===== src/design/hflr_pkg.sv =====
// Purpose: shared constants and types for the hands-free level regulation block
// Assumes: APB, 32-bit data; one-byte coefficients in dB-step units (0.5 dB per step)
// Notes:   gains are signed half-dB steps, positive is boost
package hflr_pkg;
  // register and coefficient ram byte offsets
  localparam logic [11:0] OFS_CTRL       = 12'h000;
  localparam logic [11:0] OFS_STATUS     = 12'h004;
  localparam logic [11:0] OFS_COEF_BASE  = 12'h040;
  localparam logic [11:0] OFS_COEF_LAST  = 12'h07C;
  // coefficient indices inside coefficient_ram, per direction (tx 0..7, rx 8..15)
  localparam int          CF_TRIM        = 0;
  localparam int          CF_COMPARE     = 1;
  localparam int          CF_ATTEN       = 2;
  localparam int          CF_BOOST       = 3;
  localparam int          CF_HIGH_TC     = 4;
  localparam int          CF_LOW_TC      = 5;
  localparam int          CF_NOISE       = 6;
  localparam int          CF_INIT        = 7;
  localparam int          CF_RX_BASE     = 8;
  localparam int          CF_COUNT       = 16;
  // control register fields
  localparam int          CTL_HF_EN      = 0;
  localparam int          CTL_TX_REG_EN  = 1;
  localparam int          CTL_RX_REG_EN  = 2;
  localparam int          CTL_RX_TAP     = 3;
  localparam logic [3:0]  CTRL_RST       = 4'h0;
  localparam logic [7:0]  COEF_RST       = 8'h00;
  // time constant unit: one step per ms/dB, at 100 MHz clock
  localparam int          CLK_MHZ        = 100;
  localparam int          TC_UNIT_US     = 1000;
  localparam int          TC_UNIT_CYC    = TC_UNIT_US * CLK_MHZ / 2;   // half-dB step
  localparam logic [31:0] TC_UNIT        = 32'(TC_UNIT_CYC);
  localparam logic [31:0] APB_ERR_DATA   = 32'h0000_0000;

  typedef struct packed {
    logic signed [15:0] level;   // log level, half-dB steps, 0 = full-scale pcm
    logic signed [15:0] noise;   // background noise level, same scale
    logic               valid;   // one-cycle sample strobe
  } hflr_sample_type;
endpackage


===== src/design/hflr_top.sv =====
// Purpose: tx and rx automatic level regulators for a hands-free voice path
// Assumes: levels arrive as log values per sample; partner drives talk direction
// Notes:   apb slave holds control, status and coefficient ram; zero-wait answers
`timescale 1ns/1ps
`default_nettype none
module hflr_top (
  input  wire logic                      SYS_CLK_I,     // 100 MHz clock
  input  wire logic                      SRST_I,        // sync reset, high
  input  wire logic                      PSEL_I,        // apb select
  input  wire logic                      PENABLE_I,     // apb access phase
  input  wire logic                      PWRITE_I,      // apb direction
  input  wire logic [11:0]               PADDR_I,       // apb byte address
  input  wire logic [31:0]               PWDATA_I,      // apb write data
  output logic      [31:0]               PRDATA_O,      // apb read data
  output logic                           PREADY_O,      // apb ready
  output logic                           PSLVERR_O,     // apb error
  input  wire logic                      RX_MODE_I,     // 1 receive mode, 0 transmit
  input  wire hflr_pkg::hflr_sample_type TX_IN_I,       // tx level after detector
  input  wire hflr_pkg::hflr_sample_type RX_IN_I,       // rx level from line
  output logic signed [15:0]             TX_GAIN_O,     // tx regulator plus trim gain
  output logic signed [15:0]             RX_GAIN_O,     // rx regulator plus trim gain
  output logic signed [15:0]             RX_DET_LEVEL_O,// rx speech detector input level
  output logic signed [15:0]             SWEEP_ADJ_O    // sweep range offset for attenuation
);
  logic [3:0]  ctrl_r;
  logic [7:0]  coef_r [hflr_pkg::CF_COUNT];
  logic        wr_en;
  logic        rd_en;
  logic        hit_ctrl;
  logic        hit_stat;
  logic        hit_coef;
  logic [3:0]  coef_idx;
  logic        hf_en;
  logic [1:0]  reg_en;
  logic [1:0]  hold;
  logic [1:0]  smp;
  logic signed [15:0] lvl   [2];
  logic signed [15:0] nse   [2];
  logic signed [15:0] reg_gain [2];
  logic signed [15:0] trim_gain [2];

  assign wr_en    = PSEL_I & PENABLE_I & PWRITE_I;
  assign rd_en    = PSEL_I & PENABLE_I & ~PWRITE_I;
  assign hit_ctrl = (PADDR_I == hflr_pkg::OFS_CTRL);
  assign hit_stat = (PADDR_I == hflr_pkg::OFS_STATUS);
  assign hit_coef = (PADDR_I >= hflr_pkg::OFS_COEF_BASE) && (PADDR_I <= hflr_pkg::OFS_COEF_LAST)
                    && (PADDR_I[1:0] == 2'b00);
  assign coef_idx = 4'((PADDR_I - hflr_pkg::OFS_COEF_BASE) >> 2);
  assign PREADY_O = 1'b1;
  assign PSLVERR_O = PSEL_I & PENABLE_I & ~(hit_ctrl | hit_coef | (hit_stat & ~PWRITE_I));

  assign hf_en  = ctrl_r[hflr_pkg::CTL_HF_EN];
  assign reg_en = {ctrl_r[hflr_pkg::CTL_RX_REG_EN], ctrl_r[hflr_pkg::CTL_TX_REG_EN]} &
                  {2{hf_en}};
  assign hold   = {~RX_MODE_I, RX_MODE_I};
  assign smp    = {RX_IN_I.valid, TX_IN_I.valid};
  assign lvl[0] = TX_IN_I.level;
  assign lvl[1] = RX_IN_I.level;
  assign nse[0] = TX_IN_I.noise;
  assign nse[1] = RX_IN_I.noise;

  always_ff @(posedge SYS_CLK_I) begin
    if (SRST_I) begin
      ctrl_r <= hflr_pkg::CTRL_RST;
    end else if (wr_en && hit_ctrl) begin
      ctrl_r <= PWDATA_I[3:0];
    end
  end

  // coefficient bytes are stored at once; regulators and trim read them combinationally every cycle
  for (genvar c = 0; c < hflr_pkg::CF_COUNT; c++) begin : g_coef
    always_ff @(posedge SYS_CLK_I) begin
      if (SRST_I) begin
        coef_r[c] <= hflr_pkg::COEF_RST;
      end else if (wr_en && hit_coef && coef_idx == 4'(c)) begin
        coef_r[c] <= PWDATA_I[7:0];
      end
    end
  end

  // one regulator per direction; d=0 tx, d=1 rx
  for (genvar d = 0; d < 2; d++) begin : g_reg
    localparam int B = d * hflr_pkg::CF_RX_BASE;
    logic signed [15:0] gain_r;
    logic signed [15:0] gain_nxt;
    logic        [31:0] tc_cnt_r;
    logic        [31:0] tc_cnt_nxt;
    logic        [31:0] tc_lim;
    logic               en_d_r;
    logic signed [15:0] cmp_lvl;
    logic signed [15:0] nse_thr;
    logic signed [15:0] nse_cut;
    logic signed [15:0] max_g;
    logic signed [15:0] min_g;
    logic signed [15:0] init_g;
    logic signed [15:0] out_lvl;
    logic               above;
    logic               step_due;

    // compare and noise thresholds are negative dB below full scale
    assign cmp_lvl = -$signed({8'h00, coef_r[B + hflr_pkg::CF_COMPARE]});
    assign nse_thr = -$signed({8'h00, coef_r[B + hflr_pkg::CF_NOISE]});
    assign nse_cut = (nse[d] > nse_thr) ? 16'(nse[d] - nse_thr) : 16'sh0000;
    assign max_g   = $signed({8'h00, coef_r[B + hflr_pkg::CF_BOOST]}) - nse_cut;
    assign min_g   = -$signed({8'h00, coef_r[B + hflr_pkg::CF_ATTEN]});
    // rx initial level is signed so it reaches both boost and attenuation
    assign init_g  = (d == 1) ? 16'($signed(coef_r[B + hflr_pkg::CF_INIT]))
                              : $signed({8'h00, coef_r[B + hflr_pkg::CF_INIT]});
    assign out_lvl = 16'(lvl[d] + gain_r);
    assign above   = out_lvl > cmp_lvl;
    assign tc_lim  = (above ? {24'h00_0000, coef_r[B + hflr_pkg::CF_HIGH_TC]}
                            : {24'h00_0000, coef_r[B + hflr_pkg::CF_LOW_TC]}) * hflr_pkg::TC_UNIT
                     ;
    assign step_due = (tc_cnt_r >= tc_lim);

    always_comb begin
      gain_nxt   = gain_r;
      tc_cnt_nxt = tc_cnt_r;
      if (!reg_en[d]) begin
        gain_nxt   = 16'sh0000;
        tc_cnt_nxt = 32'h0000_0000;
      end else if (!en_d_r) begin
        gain_nxt   = init_g;
        tc_cnt_nxt = 32'h0000_0000;
      end else if (!hold[d]) begin
        tc_cnt_nxt = step_due ? 32'h0000_0000 : tc_cnt_r + 32'h0000_0001;
        if (smp[d] && step_due) begin
          if (above) begin
            gain_nxt = 16'(gain_r - 16'sh0001);
          end else begin
            gain_nxt = 16'(gain_r + 16'sh0001);
          end
        end
        if (smp[d]) begin
          if (gain_nxt > max_g) begin
            gain_nxt = max_g;
          end else if (gain_nxt < min_g) begin
            gain_nxt = min_g;
          end
        end
      end
    end

    always_ff @(posedge SYS_CLK_I) begin
      if (SRST_I) begin
        gain_r   <= 16'sh0000;
        tc_cnt_r <= 32'h0000_0000;
        en_d_r   <= 1'b0;
      end else begin
        gain_r   <= gain_nxt;
        tc_cnt_r <= tc_cnt_nxt;
        en_d_r   <= reg_en[d];
      end
    end

    assign reg_gain[d]  = gain_r;
    // trim follows hands-free enable only, not the regulator enable
    assign trim_gain[d] = hf_en ? 16'($signed(coef_r[B + hflr_pkg::CF_TRIM])) : 16'sh0000;
  end

  always_ff @(posedge SYS_CLK_I) begin
    if (SRST_I) begin
      TX_GAIN_O      <= 16'sh0000;
      RX_GAIN_O      <= 16'sh0000;
      RX_DET_LEVEL_O <= 16'sh0000;
      SWEEP_ADJ_O    <= 16'sh0000;
      PRDATA_O       <= hflr_pkg::APB_ERR_DATA;
    end else begin
      TX_GAIN_O      <= 16'(reg_gain[0] + trim_gain[0]);
      RX_GAIN_O      <= 16'(reg_gain[1] + trim_gain[1]);
      RX_DET_LEVEL_O <= ctrl_r[hflr_pkg::CTL_RX_TAP] ? lvl[1]
                                                     : 16'(lvl[1] + reg_gain[1]);
      // the sum of both regulator gains, boost and cut, is handed back to the attenuation sweep
      SWEEP_ADJ_O    <= 16'(reg_gain[0] + reg_gain[1]);
      if (PSEL_I && !PENABLE_I && !PWRITE_I) begin
        if (hit_ctrl) begin
          PRDATA_O <= {28'h000_0000, ctrl_r};
        end else if (hit_stat) begin
          PRDATA_O <= {reg_gain[1], reg_gain[0]};
        end else if (hit_coef) begin
          PRDATA_O <= {24'h00_0000, coef_r[coef_idx]};
        end else begin
          PRDATA_O <= hflr_pkg::APB_ERR_DATA;
        end
      end
    end
  end
endmodule
`default_nettype wire


===== config.mk =====
export PLATFORM = sky130hd
export DESIGN_NAME = hflr_top
export DESIGN_NICKNAME = d
export VERILOG_FILES = /design/src/design/hflr_pkg.sv /design/src/design/hflr_top.sv
export SDC_FILE = /design/constraint.sdc
export NUM_CORES = 1
export LEC_CHECK = 0
export BUFFER_PORTS_ARGS = -buffer_cell sky130_fd_sc_hd__buf_2
export CAP_MARGIN = 20
export CORE_MARGIN = 5
export CORE_UTILIZATION = 50
export DETAILED_ROUTE_END_ITERATION = 16
export GPL_TIMING_DRIVEN = 1
export PLACE_DENSITY = 0.68
export SLEW_MARGIN = 20
export SYNTH_ARGS = -nofsm -noshare
export SYNTH_HDL_FRONTEND = slang
export SYNTH_SLANG_ARGS = --single-unit
export TNS_END_PERCENT = 30

===== constraint.sdc =====
create_clock -name SYS_CLK_I -period 41.4 [get_ports SYS_CLK_I]
set_input_delay 6.21 -clock SYS_CLK_I [delete_from_list [all_inputs] [get_ports SYS_CLK_I]]
set_output_delay 6.21 -clock SYS_CLK_I [all_outputs]
set_load 0.005 [all_outputs]

==> flow_summary.toml, run 1 <==
[clock_tree]
numCtsBuffers = 39
ctsHoldBuffers = 0
cts_resized = 0
clock_path_buffers = 3
cts.clk_slew.worst_paths_ns = 0.06
cts_root_buffer = "clkbuf_16"
cts.sinks = 326
clk_latency_ns = 0.58
cts_tree = "done"
htreeDepth = 2
cts_setup_buffers = 0

[sta]
slew_viol_final = 0
holdWs_ns = 0.460
finalHoldViolations = 0
setup_viol = 0
worst_slew_margin_rel_pct = 29.6
fin_skew_ns = 0.0295
fin_ws_ns = 21.71
period_minus_slack_ns = 19.69
rsz0062_at_grt = "no"
worstMarginPinSlew_ns = 1.04
fin_tns_setup_ns = 0
fmaxAchievable_mhz = 50.8
finalCritPeriodShare_pct = 47.6

[placement]
dp.cells = 3968
finalWeightedCongestion = 0.915
dp_slack_ns = 21.42
postPlaceCellArea_um2 = 29500
place_hpwl_um = 63400
io_buffers = 188

[worst_setup_path]
rrSetupSlack_ns = 26.88
slowest_delay_ns = 0.64
rr_startpoint = "g_reg[0].gain_r[0]"
startpoint_type = "primary input"
critical_path.most_common_cell = "a21oi_1"
r2r_cells = 59
cp.required_ns = 41.83
crit_type = "in2reg"
path_max_fanout = 29
crit_family = "compound AO/OA/AOI/OAI gates"
arrival_ns = 20.12
crit_path_end_kind = "flop"
crit_buf_inv = 6
r2r-end = "g_reg[0].gain_r[6]"
critical_path.startpoint = "TX_IN_I[17]"
path_depth = 60
critical_path.slowest_cell = "o41ai_1"

[power_and_ir_drop]
p_sw_mw = 0.345
power.density_nw_per_um2 = 33.8
p_sw_share_pct = 33.1
power.internal_mw = 0.698
power_mw = 1.04
p_comb_share_pct = 32.1
p_seq_share_pct = 33.4
vdd_drop_max_v = 0.0000312
clkPwrFrac_pct = 34.5
p_leak_nw = 13.8

[route]
via_per_inst = 5.98
drc = 0
wl_per_cell_um = 20.1
routed_wl_um = 81400
dr.pass1.iters = 6
drt_first_iter_violations = 1896
ant_nets = 0
vias = 24200

[global_routing]
grt_start_max_net_pins = 68
grt_pass1_wl_um = 127000
grt_pass1_vias = 24000
antenna_found_initial = 10
grt_overflow_total = 0
grtUsageTotal_pct = 26.0

[finish]
area_delta_synth_final_pct = 10.8
nNetsFinal = 3807
mostFrequentLayoutCells = "ha_1, nor2_1, nand2_1, dfxtp_1, buf_2"
final_common_cell = "ha_1"
layout-drive-gt1-share_pct = 11.4
fillCellCount = 4986
instances_no_fill = 4047
fin_area_um2 = 30900
final_util_pct = 56.0

[die]
start_util_pct = 50.6
rows = 86
io-pin-count = 214
coreArea_um2 = 55100
dieArea_um2 = 60500
die_h_um = 246
die_w_um = 246

[synth]
async_flop_share_pct = 0
synthesis.nets = 3648
syn-cell-area_um2 = 27900
yosysSeqAreaShare_pct = 28.0
ys_types = 92
ys_ff_latch = 326
synth_edf_count = 128
synthCells = 3104
synth_warnings = 0
synth_top_flop_cell = "dfxtp_1"
syn_area_per_cell_um2 = 8.97

[job]
drv_cap = 0

[min_path]
hold_start = "PRDATA_O[2]"
min_path_cells = 2
min_path_type = "reg2reg"
worstHoldEndpoint = "PRDATA_O[2]"

[outcome]
status = "finished, final reports clean"
==> metal layers <==
layer | wire [µm] | share of wire (%) | vias to the layer above | GRT usage [%]
li1 | - | - | 11600 | -
met1 | 33900 | 42 | 11600 | 33.5
met4 | 3640 | 4.5 | 6 | 10.9
met2 | 38100 | 47 | 834 | 43.8
met5 | 40 | 0.049 | - | 0
met3 | 5690 | 7.0 | 210 | 3.96
==> worst max-delay path by stage <==
stage	endpoint	slack, ns
after floorplan	g_reg[0].gain_r[5]	22.86
after global placement	g_reg[0].gain_r[6]	21.71
after detailed placement	g_reg[0].gain_r[6]	21.42
after CTS	g_reg[0].gain_r[6]	21.85
after global routing	g_reg[0].gain_r[6]	20.82
final	g_reg[0].gain_r[6]	21.71
==> power by group through the flow <==
stage | Clock, mW | Combinational (mW) | Sequential (mW)
finish | 0.360 | 0.334 | 0.349
global route | 0.379 | 0.380 | 0.349
CTS | 0.365 | 0.335 | 0.348
detailed placement | 0 | 0.331 | 0.355
global placement | 0 | 0.321 | 0.355
floorplan | 0 | 0.258 | 0.351
==> synth_stat cells, types with 6 or more instances <==
cell         n  area (µm²)
and2_1     162        1010
a211oi_1    18         135
nor4_1      35         219
inv_1      177         664
nand2_1    215         807
and4_1       6        52.6
mux2i_1     31         310
mux2_2      15         169
clkbuf_1    62         233
a31o_2       7        61.3
nand4_1     42         263
or3_1       16         100
a22oi_1     28         210
nand3_1     62         310
fa_1        33         661
or2_2       12        75.1
a2bb2oi_1    8        70.1
edfxtp_1   128        3840
o31ai_1     11        82.6
nand2b_1    31         194
a21o_1      64         480
dfxtp_1    198        3960
nor2_1     308        1160
buf_2       10        50.1
o21ai_0    146         731
nor2b_1     40         250
o21bai_1    30         225
ha_1       395        4940
a31oi_1     33         206
a311o_1      8        80.1
xnor2_1    117        1020
nor3_1      72         360
o21a_1      26         195
o211ai_1    19         143
and3_1      27         169
o2111ai_1    7        61.3
mux4_2      40         901
a21oi_1    180         901
buf_1        9        33.8
xor2_1     126        1100
nor3b_1      7        52.6
o41ai_1     12         105
or4_1       10        75.1
a21boi_0    11        82.6
o31a_1       9        78.8
==> registers in the layout, indices dropped and copies added (netlist names) <==
register	cells
coef_r	128
g.tc_cnt_r	64
PRDATA_O	32
g.gain_r	32
RX_DET_LEVEL_O	16
RX_GAIN_O	16
SWEEP_ADJ_O	16
TX_GAIN_O	16
ctrl_r	4
g.en_d_r	2
==> worst reg2reg max path, delay by kind of cell, from the launching register on <==
family	cells	cell delay [ns]
flops	1	0.49
fa+ha+maj	10	3.65
compound gates	32	6.82
mux	1	0.45
simple gates	9	1.91
buf+inv	5	0.87
xor+xnor	2	0.22
==> final cells by class <==
class / count / area [µm²] / share of cell area, %
Antenna cell: 6 / 15.0 / 0.0486
Clock buffer: 50 / 1080 / 3.51
Clock inverter: 21 / 258 / 0.835
Inverter: 178 / 668 / 2.16
Multi-Input combinational cell: 2512 / 19000 / 61.6
Sequential cell: 326 / 7810 / 25.3
Tap cell: 748 / 936 / 3.03
Timing Repair Buffer: 206 / 1090 / 3.53
==> kinds of logic after synthesis <==
group	count (synthesis)	share of synthesized area [%]
other	1	0.0135
buffers and inverters	266	3.79
and+or+nand+nor	1060	18.8
xor gates and xnor gates	243	7.64
muxes	87	5.01
DFF	326	28.0
adders and majority gates	428	20.1
AOI/OAI and AO/OA	693	16.6
Power figures use the tool's default switching activity.
==> run 2, diff against run 1 <==
- PLACE_DENSITY: 0.68 -> 0.71
- clock period: 41.4 -> 17.1 ns (I/O delays scaled with it)
==> flow_summary.toml, run 2 (synthesis results as in run 1) <==
[sta]
worst_slew_margin_rel_pct = 24.7
fmaxAchievable_mhz = 62.8
fin_skew_ns = 0.0221
rsz0062_at_grt = "no"
fin_ws_ns = 1.18
slew_viol_final = 0
worstMarginPinSlew_ns = 1.12
period_minus_slack_ns = 15.92
finalHoldViolations = 0
setup_viol = 0
fin_tns_setup_ns = 0
finalCritPeriodShare_pct = 93.1

[die]
dieArea_um2 = 60500
die_h_um = 246
start_util_pct = 50.6
coreArea_um2 = 55100
die_w_um = 246
io-pin-count = 214
rows = 86

[min_path]
min_path_type = "reg2reg"

[worst_setup_path]
rrSetupSlack_ns = 2.55
path_max_fanout = 23
crit_path_end_kind = "flop"
crit_type = "in2reg"
critical_path.most_common_cell = "a21oi_1"
arrival_ns = 16.35
slowest_delay_ns = 0.65
critical_path.slowest_cell = "o41ai_1"
cp.required_ns = 17.53
startpoint_type = "primary input"

[finish]
largest_reg_flops = 128
regArea_um2 = 7810
final_common_cell = "ha_1"
mostFrequentLayoutCells = "ha_1, nor2_1, nand2_1, dfxtp_1, buf_2"
multiInputGateArea_um2 = 19000
area_delta_synth_final_pct = 10.7
instances_no_fill = 4056
fin_area_um2 = 30800
nNetsFinal = 3812
largestRegisters = "coef_r x128, g.tc_cnt_r x64"
layout-drive-gt1-share_pct = 11.4
fillCellCount = 5071
regMostFlops = "coef_r"

[global_routing]
grt_overflow_total = 0
grtUsageTotal_pct = 24.9
grt_start_max_net_pins = 91
grt_pass1_vias = 22500
grt_pass1_wl_um = 122000
antenna_found_initial = 11

[clock_tree]
cts.clk_slew.worst_paths_ns = 0.06
clk_latency_ns = 0.58
clock_path_buffers = 3
cts_setup_buffers = 0
cts_root_buffer = "clkbuf_16"
numCtsBuffers = 39
htreeDepth = 2
ctsHoldBuffers = 0
cts.sinks = 326
cts_tree = "done"
cts_resized = 0

[power_and_ir_drop]
power_mw = 2.49
power.density_nw_per_um2 = 80.6
p_leak_nw = 13.8
vdd_drop_max_v = 0.0000665

[job]
drv_cap = 0

[route]
drc = 0
routed_wl_um = 77200
vias = 23600
dr.pass1.iters = 6
via_per_inst = 5.81
drt_first_iter_violations = 1706
ant_nets = 0
wl_per_cell_um = 19.0

[placement]
finalWeightedCongestion = 0.912
postPlaceCellArea_um2 = 29500
dp.cells = 3975
place_hpwl_um = 60100
io_buffers = 188
dp_slack_ns = 0.861

[outcome]
status = "finished, final reports clean"
==> run 2: where the power goes <==
group	total (mW)	switching, mW	internal (mW)
logic	0.794	0.447	0.347
clock network	0.849	0.357	0.492
registers	0.844	0.0195	0.824
total	2.49	0.823	1.66
==> run 2: stage by stage <==
stage,utilization (%),hold WS (ns)
final,56.0,0.462
after global routing,56.0,0.483
after CTS,55.9,0.456
after detailed placement,53.6,0.447
after global placement,53.6,0.442
after floorplan,-,0.429
==> run 2: path summary, 6_finish.rpt <==
kind,from,end,cells after the start
worst max-delay path,TX_IN_I[17],g_reg[0].gain_r[6],56
worst min register to register,PRDATA_O[3],PRDATA_O[3],2
worst min-delay path,PRDATA_O[3],PRDATA_O[3],2
worst max register to register,g_reg[0].gain_r[1],g_reg[0].gain_r[6],53
==> run 2: worst max-delay path, delay by kind of cell <==
family,cells,cell delay [ns]
muxes,1,0.43
buffers and inverters,4,0.52
and+or+nand+nor,7,1.43
xor gates and xnor gates,2,0.23
AOI/OAI and AO/OA,32,7.74
adders and majority gates,10,3.42
==> run 2: layer usage <==
layer / vias up / part of all wire (%) / track usage (%)
met4: 2 / 2.6 / 6.61
met1: 11200 / 44 / 33.6
met5: - / 0.017 / 0
li1: 11600 / - / -
met3: 125 / 6.4 / 4.10
met2: 652 / 47 / 41.9
==> run 2: final cells by class <==
type / instances / share of cell area (%)
Inverter: 178 / 2.17
Tap cell: 748 / 3.03
Clock inverter: 21 / 0.722
Clock buffer: 51 / 3.47
Sequential cell: 326 / 25.3
Antenna cell: 9 / 0.0730
Multi-Input combinational cell: 2512 / 61.6
Timing Repair Buffer: 211 / 3.62
==> run 3, diff against run 2 <==
--- a/config.mk
+++ b/config.mk
@@ -13,2 +13,3 @@
 export GPL_TIMING_DRIVEN = 1
+export HOLD_SLACK_MARGIN = 0.05
 export PLACE_DENSITY = 0.71
==> constraint.sdc (replaced) <==
create_clock -name SYS_CLK_I -period 17.1 [get_ports SYS_CLK_I]
set_input_delay 0.855 -clock SYS_CLK_I [delete_from_list [all_inputs] [get_ports SYS_CLK_I]]
set_output_delay 0.855 -clock SYS_CLK_I [all_outputs]
set_load 0.005 [all_outputs]
==> flow_summary.toml, run 3 (synthesis results as in run 1) <==
[clock_tree]
clock_path_buffers = 3
cts_tree = "done"
cts_setup_buffers = 0
clk_latency_ns = 0.58
cts.clk_slew.worst_paths_ns = 0.06
numCtsBuffers = 38
cts_root_buffer = "clkbuf_16"
cts_resized = 0
cts.sinks = 326
htreeDepth = 2
ctsHoldBuffers = 0

[sta]
slew_viol_final = 0
worst_slew_margin_rel_pct = 30.1
finalHoldViolations = 0
finalCritPeriodShare_pct = 84.3
worstMarginPinSlew_ns = 1.04
rsz0062_at_grt = "no"
fmaxAchievable_mhz = 69.4
period_minus_slack_ns = 14.42
fin_skew_ns = 0.0384
setup_viol = 0
fin_tns_setup_ns = 0

[worst_setup_path]
slowest_delay_ns = 0.72
critical_path.slowest_cell = "dfxtp_1"
arrival_ns = 14.85
cp.required_ns = 17.53
critical_path.most_common_cell = "a21oi_1"
path_max_fanout = 23
crit_type = "reg2reg"
crit_path_end_kind = "flop"
startpoint_type = "flop"

[die]
rows = 86
io-pin-count = 214
die_w_um = 246
coreArea_um2 = 55100
start_util_pct = 50.6
dieArea_um2 = 60500
die_h_um = 246

[finish]
layout-drive-gt1-share_pct = 11.3
nNetsFinal = 3811
regArea_um2 = 7810
multiInputGateArea_um2 = 19000
regMostFlops = "coef_r"
final_util_pct = 56.0
area_delta_synth_final_pct = 10.8
largest_reg_flops = 128
mostFrequentLayoutCells = "ha_1, nor2_1, nand2_1, dfxtp_1, buf_2"
final_common_cell = "ha_1"
largestRegisters = "coef_r x128, g.tc_cnt_r x64"
fillCellCount = 5045

[route]
wl_per_cell_um = 19.0
ant_nets = 0
dr.pass1.iters = 5
routed_wl_um = 77000
drc = 0
drt_first_iter_violations = 1691
via_per_inst = 5.84
vias = 23700

[power_and_ir_drop]
p_seq_share_pct = 33.7
power.density_nw_per_um2 = 81.1
power.internal_mw = 1.69
p_comb_share_pct = 31.7
p_leak_nw = 13.8
vdd_drop_max_v = 0.0000572
p_sw_share_pct = 32.4
p_sw_mw = 0.811
clkPwrFrac_pct = 34.6

[job]
drv_cap = 0

[placement]
place_hpwl_um = 60000
finalWeightedCongestion = 0.909
io_buffers = 188

[global_routing]
grt_overflow_total = 0
grt_pass1_vias = 22600
grt_start_max_net_pins = 75
antenna_found_initial = 10
grt_pass1_wl_um = 122000
grtUsageTotal_pct = 25.0

[min_path]
min_path_type = "reg2reg"

[outcome]
status = "finished, final reports clean"
==> run 3: cell type report <==
cell class | count | share of cell area, %
flip-flops and latches | 326 | 25.3
well taps | 748 | 3.03
clock inverters | 18 | 0.802
diodes | 9 | 0.0730
multi-input cells | 2512 | 61.5
repair buffers | 211 | 3.61
inverters | 178 | 2.16
clock buffers | 52 | 3.49
==> run 3: layer usage <==
| metal | track usage, % | up-vias | part of all wire [%] |
|---|---|---|---|
| li1 | - | 11600 | - |
| met1 | 33.4 | 11300 | 44 |
| met2 | 41.1 | 637 | 46 |
| met3 | 4.09 | 142 | 6.4 |
| met4 | 8.96 | 2 | 3.6 |
| met5 | 0 | - | 0.017 |
==> run 3: final timing paths <==
path                      start                 end  slack, ns  cells after the start
min                 PRDATA_O[0]         PRDATA_O[0]       0.46                      2
max          g_reg[0].gain_r[1]  g_reg[0].gain_r[6]       2.68                     57
max reg2reg  g_reg[0].gain_r[1]  g_reg[0].gain_r[6]       2.68                     57
min reg2reg         PRDATA_O[0]         PRDATA_O[0]       0.46                      2
==> run 3: critical path, delay by kind of cell (launching register included) <==
family | cells | cell delay, ns
AOI/OAI and AO/OA | 27 | 6.54
xor gates and xnor gates | 2 | 0.27
adders and majority gates | 9 | 3.15
buffers and inverters | 6 | 0.99
DFF | 1 | 0.72
muxes | 2 | 0.72
and+or+nand+nor | 11 | 1.87
==> run 3: per-stage QoR <==
stage | instances | total power, mW | setup slack [ns] | hold WS (ns) | cell area, µm²
floorplan | 3104 | 1.47 | 3.91 | 0.429 | 27900
finish | 4054 | 2.50 | 2.68 | 0.456 | 30900
CTS | 4045 | 2.52 | 2.81 | 0.456 | 30800
global placement | 3974 | 1.64 | 2.61 | 0.442 | 29500
global route | 4048 | 2.66 | 1.71 | 0.490 | 30900
detailed placement | 3975 | 1.65 | 2.52 | 0.447 | 29500
==> run 3: power groups by stage <==
stage / sequential (mW) / clock [mW] / combinational [mW]
2_1_floorplan: 0.849 / 0 / 0.626
4_1_cts: 0.843 / 0.879 / 0.797
5_1_grt: 0.845 / 0.909 / 0.907
3_5_place_dp: 0.860 / 0 / 0.789
6_report: 0.843 / 0.867 / 0.793
3_3_place_gp: 0.859 / 0 / 0.777
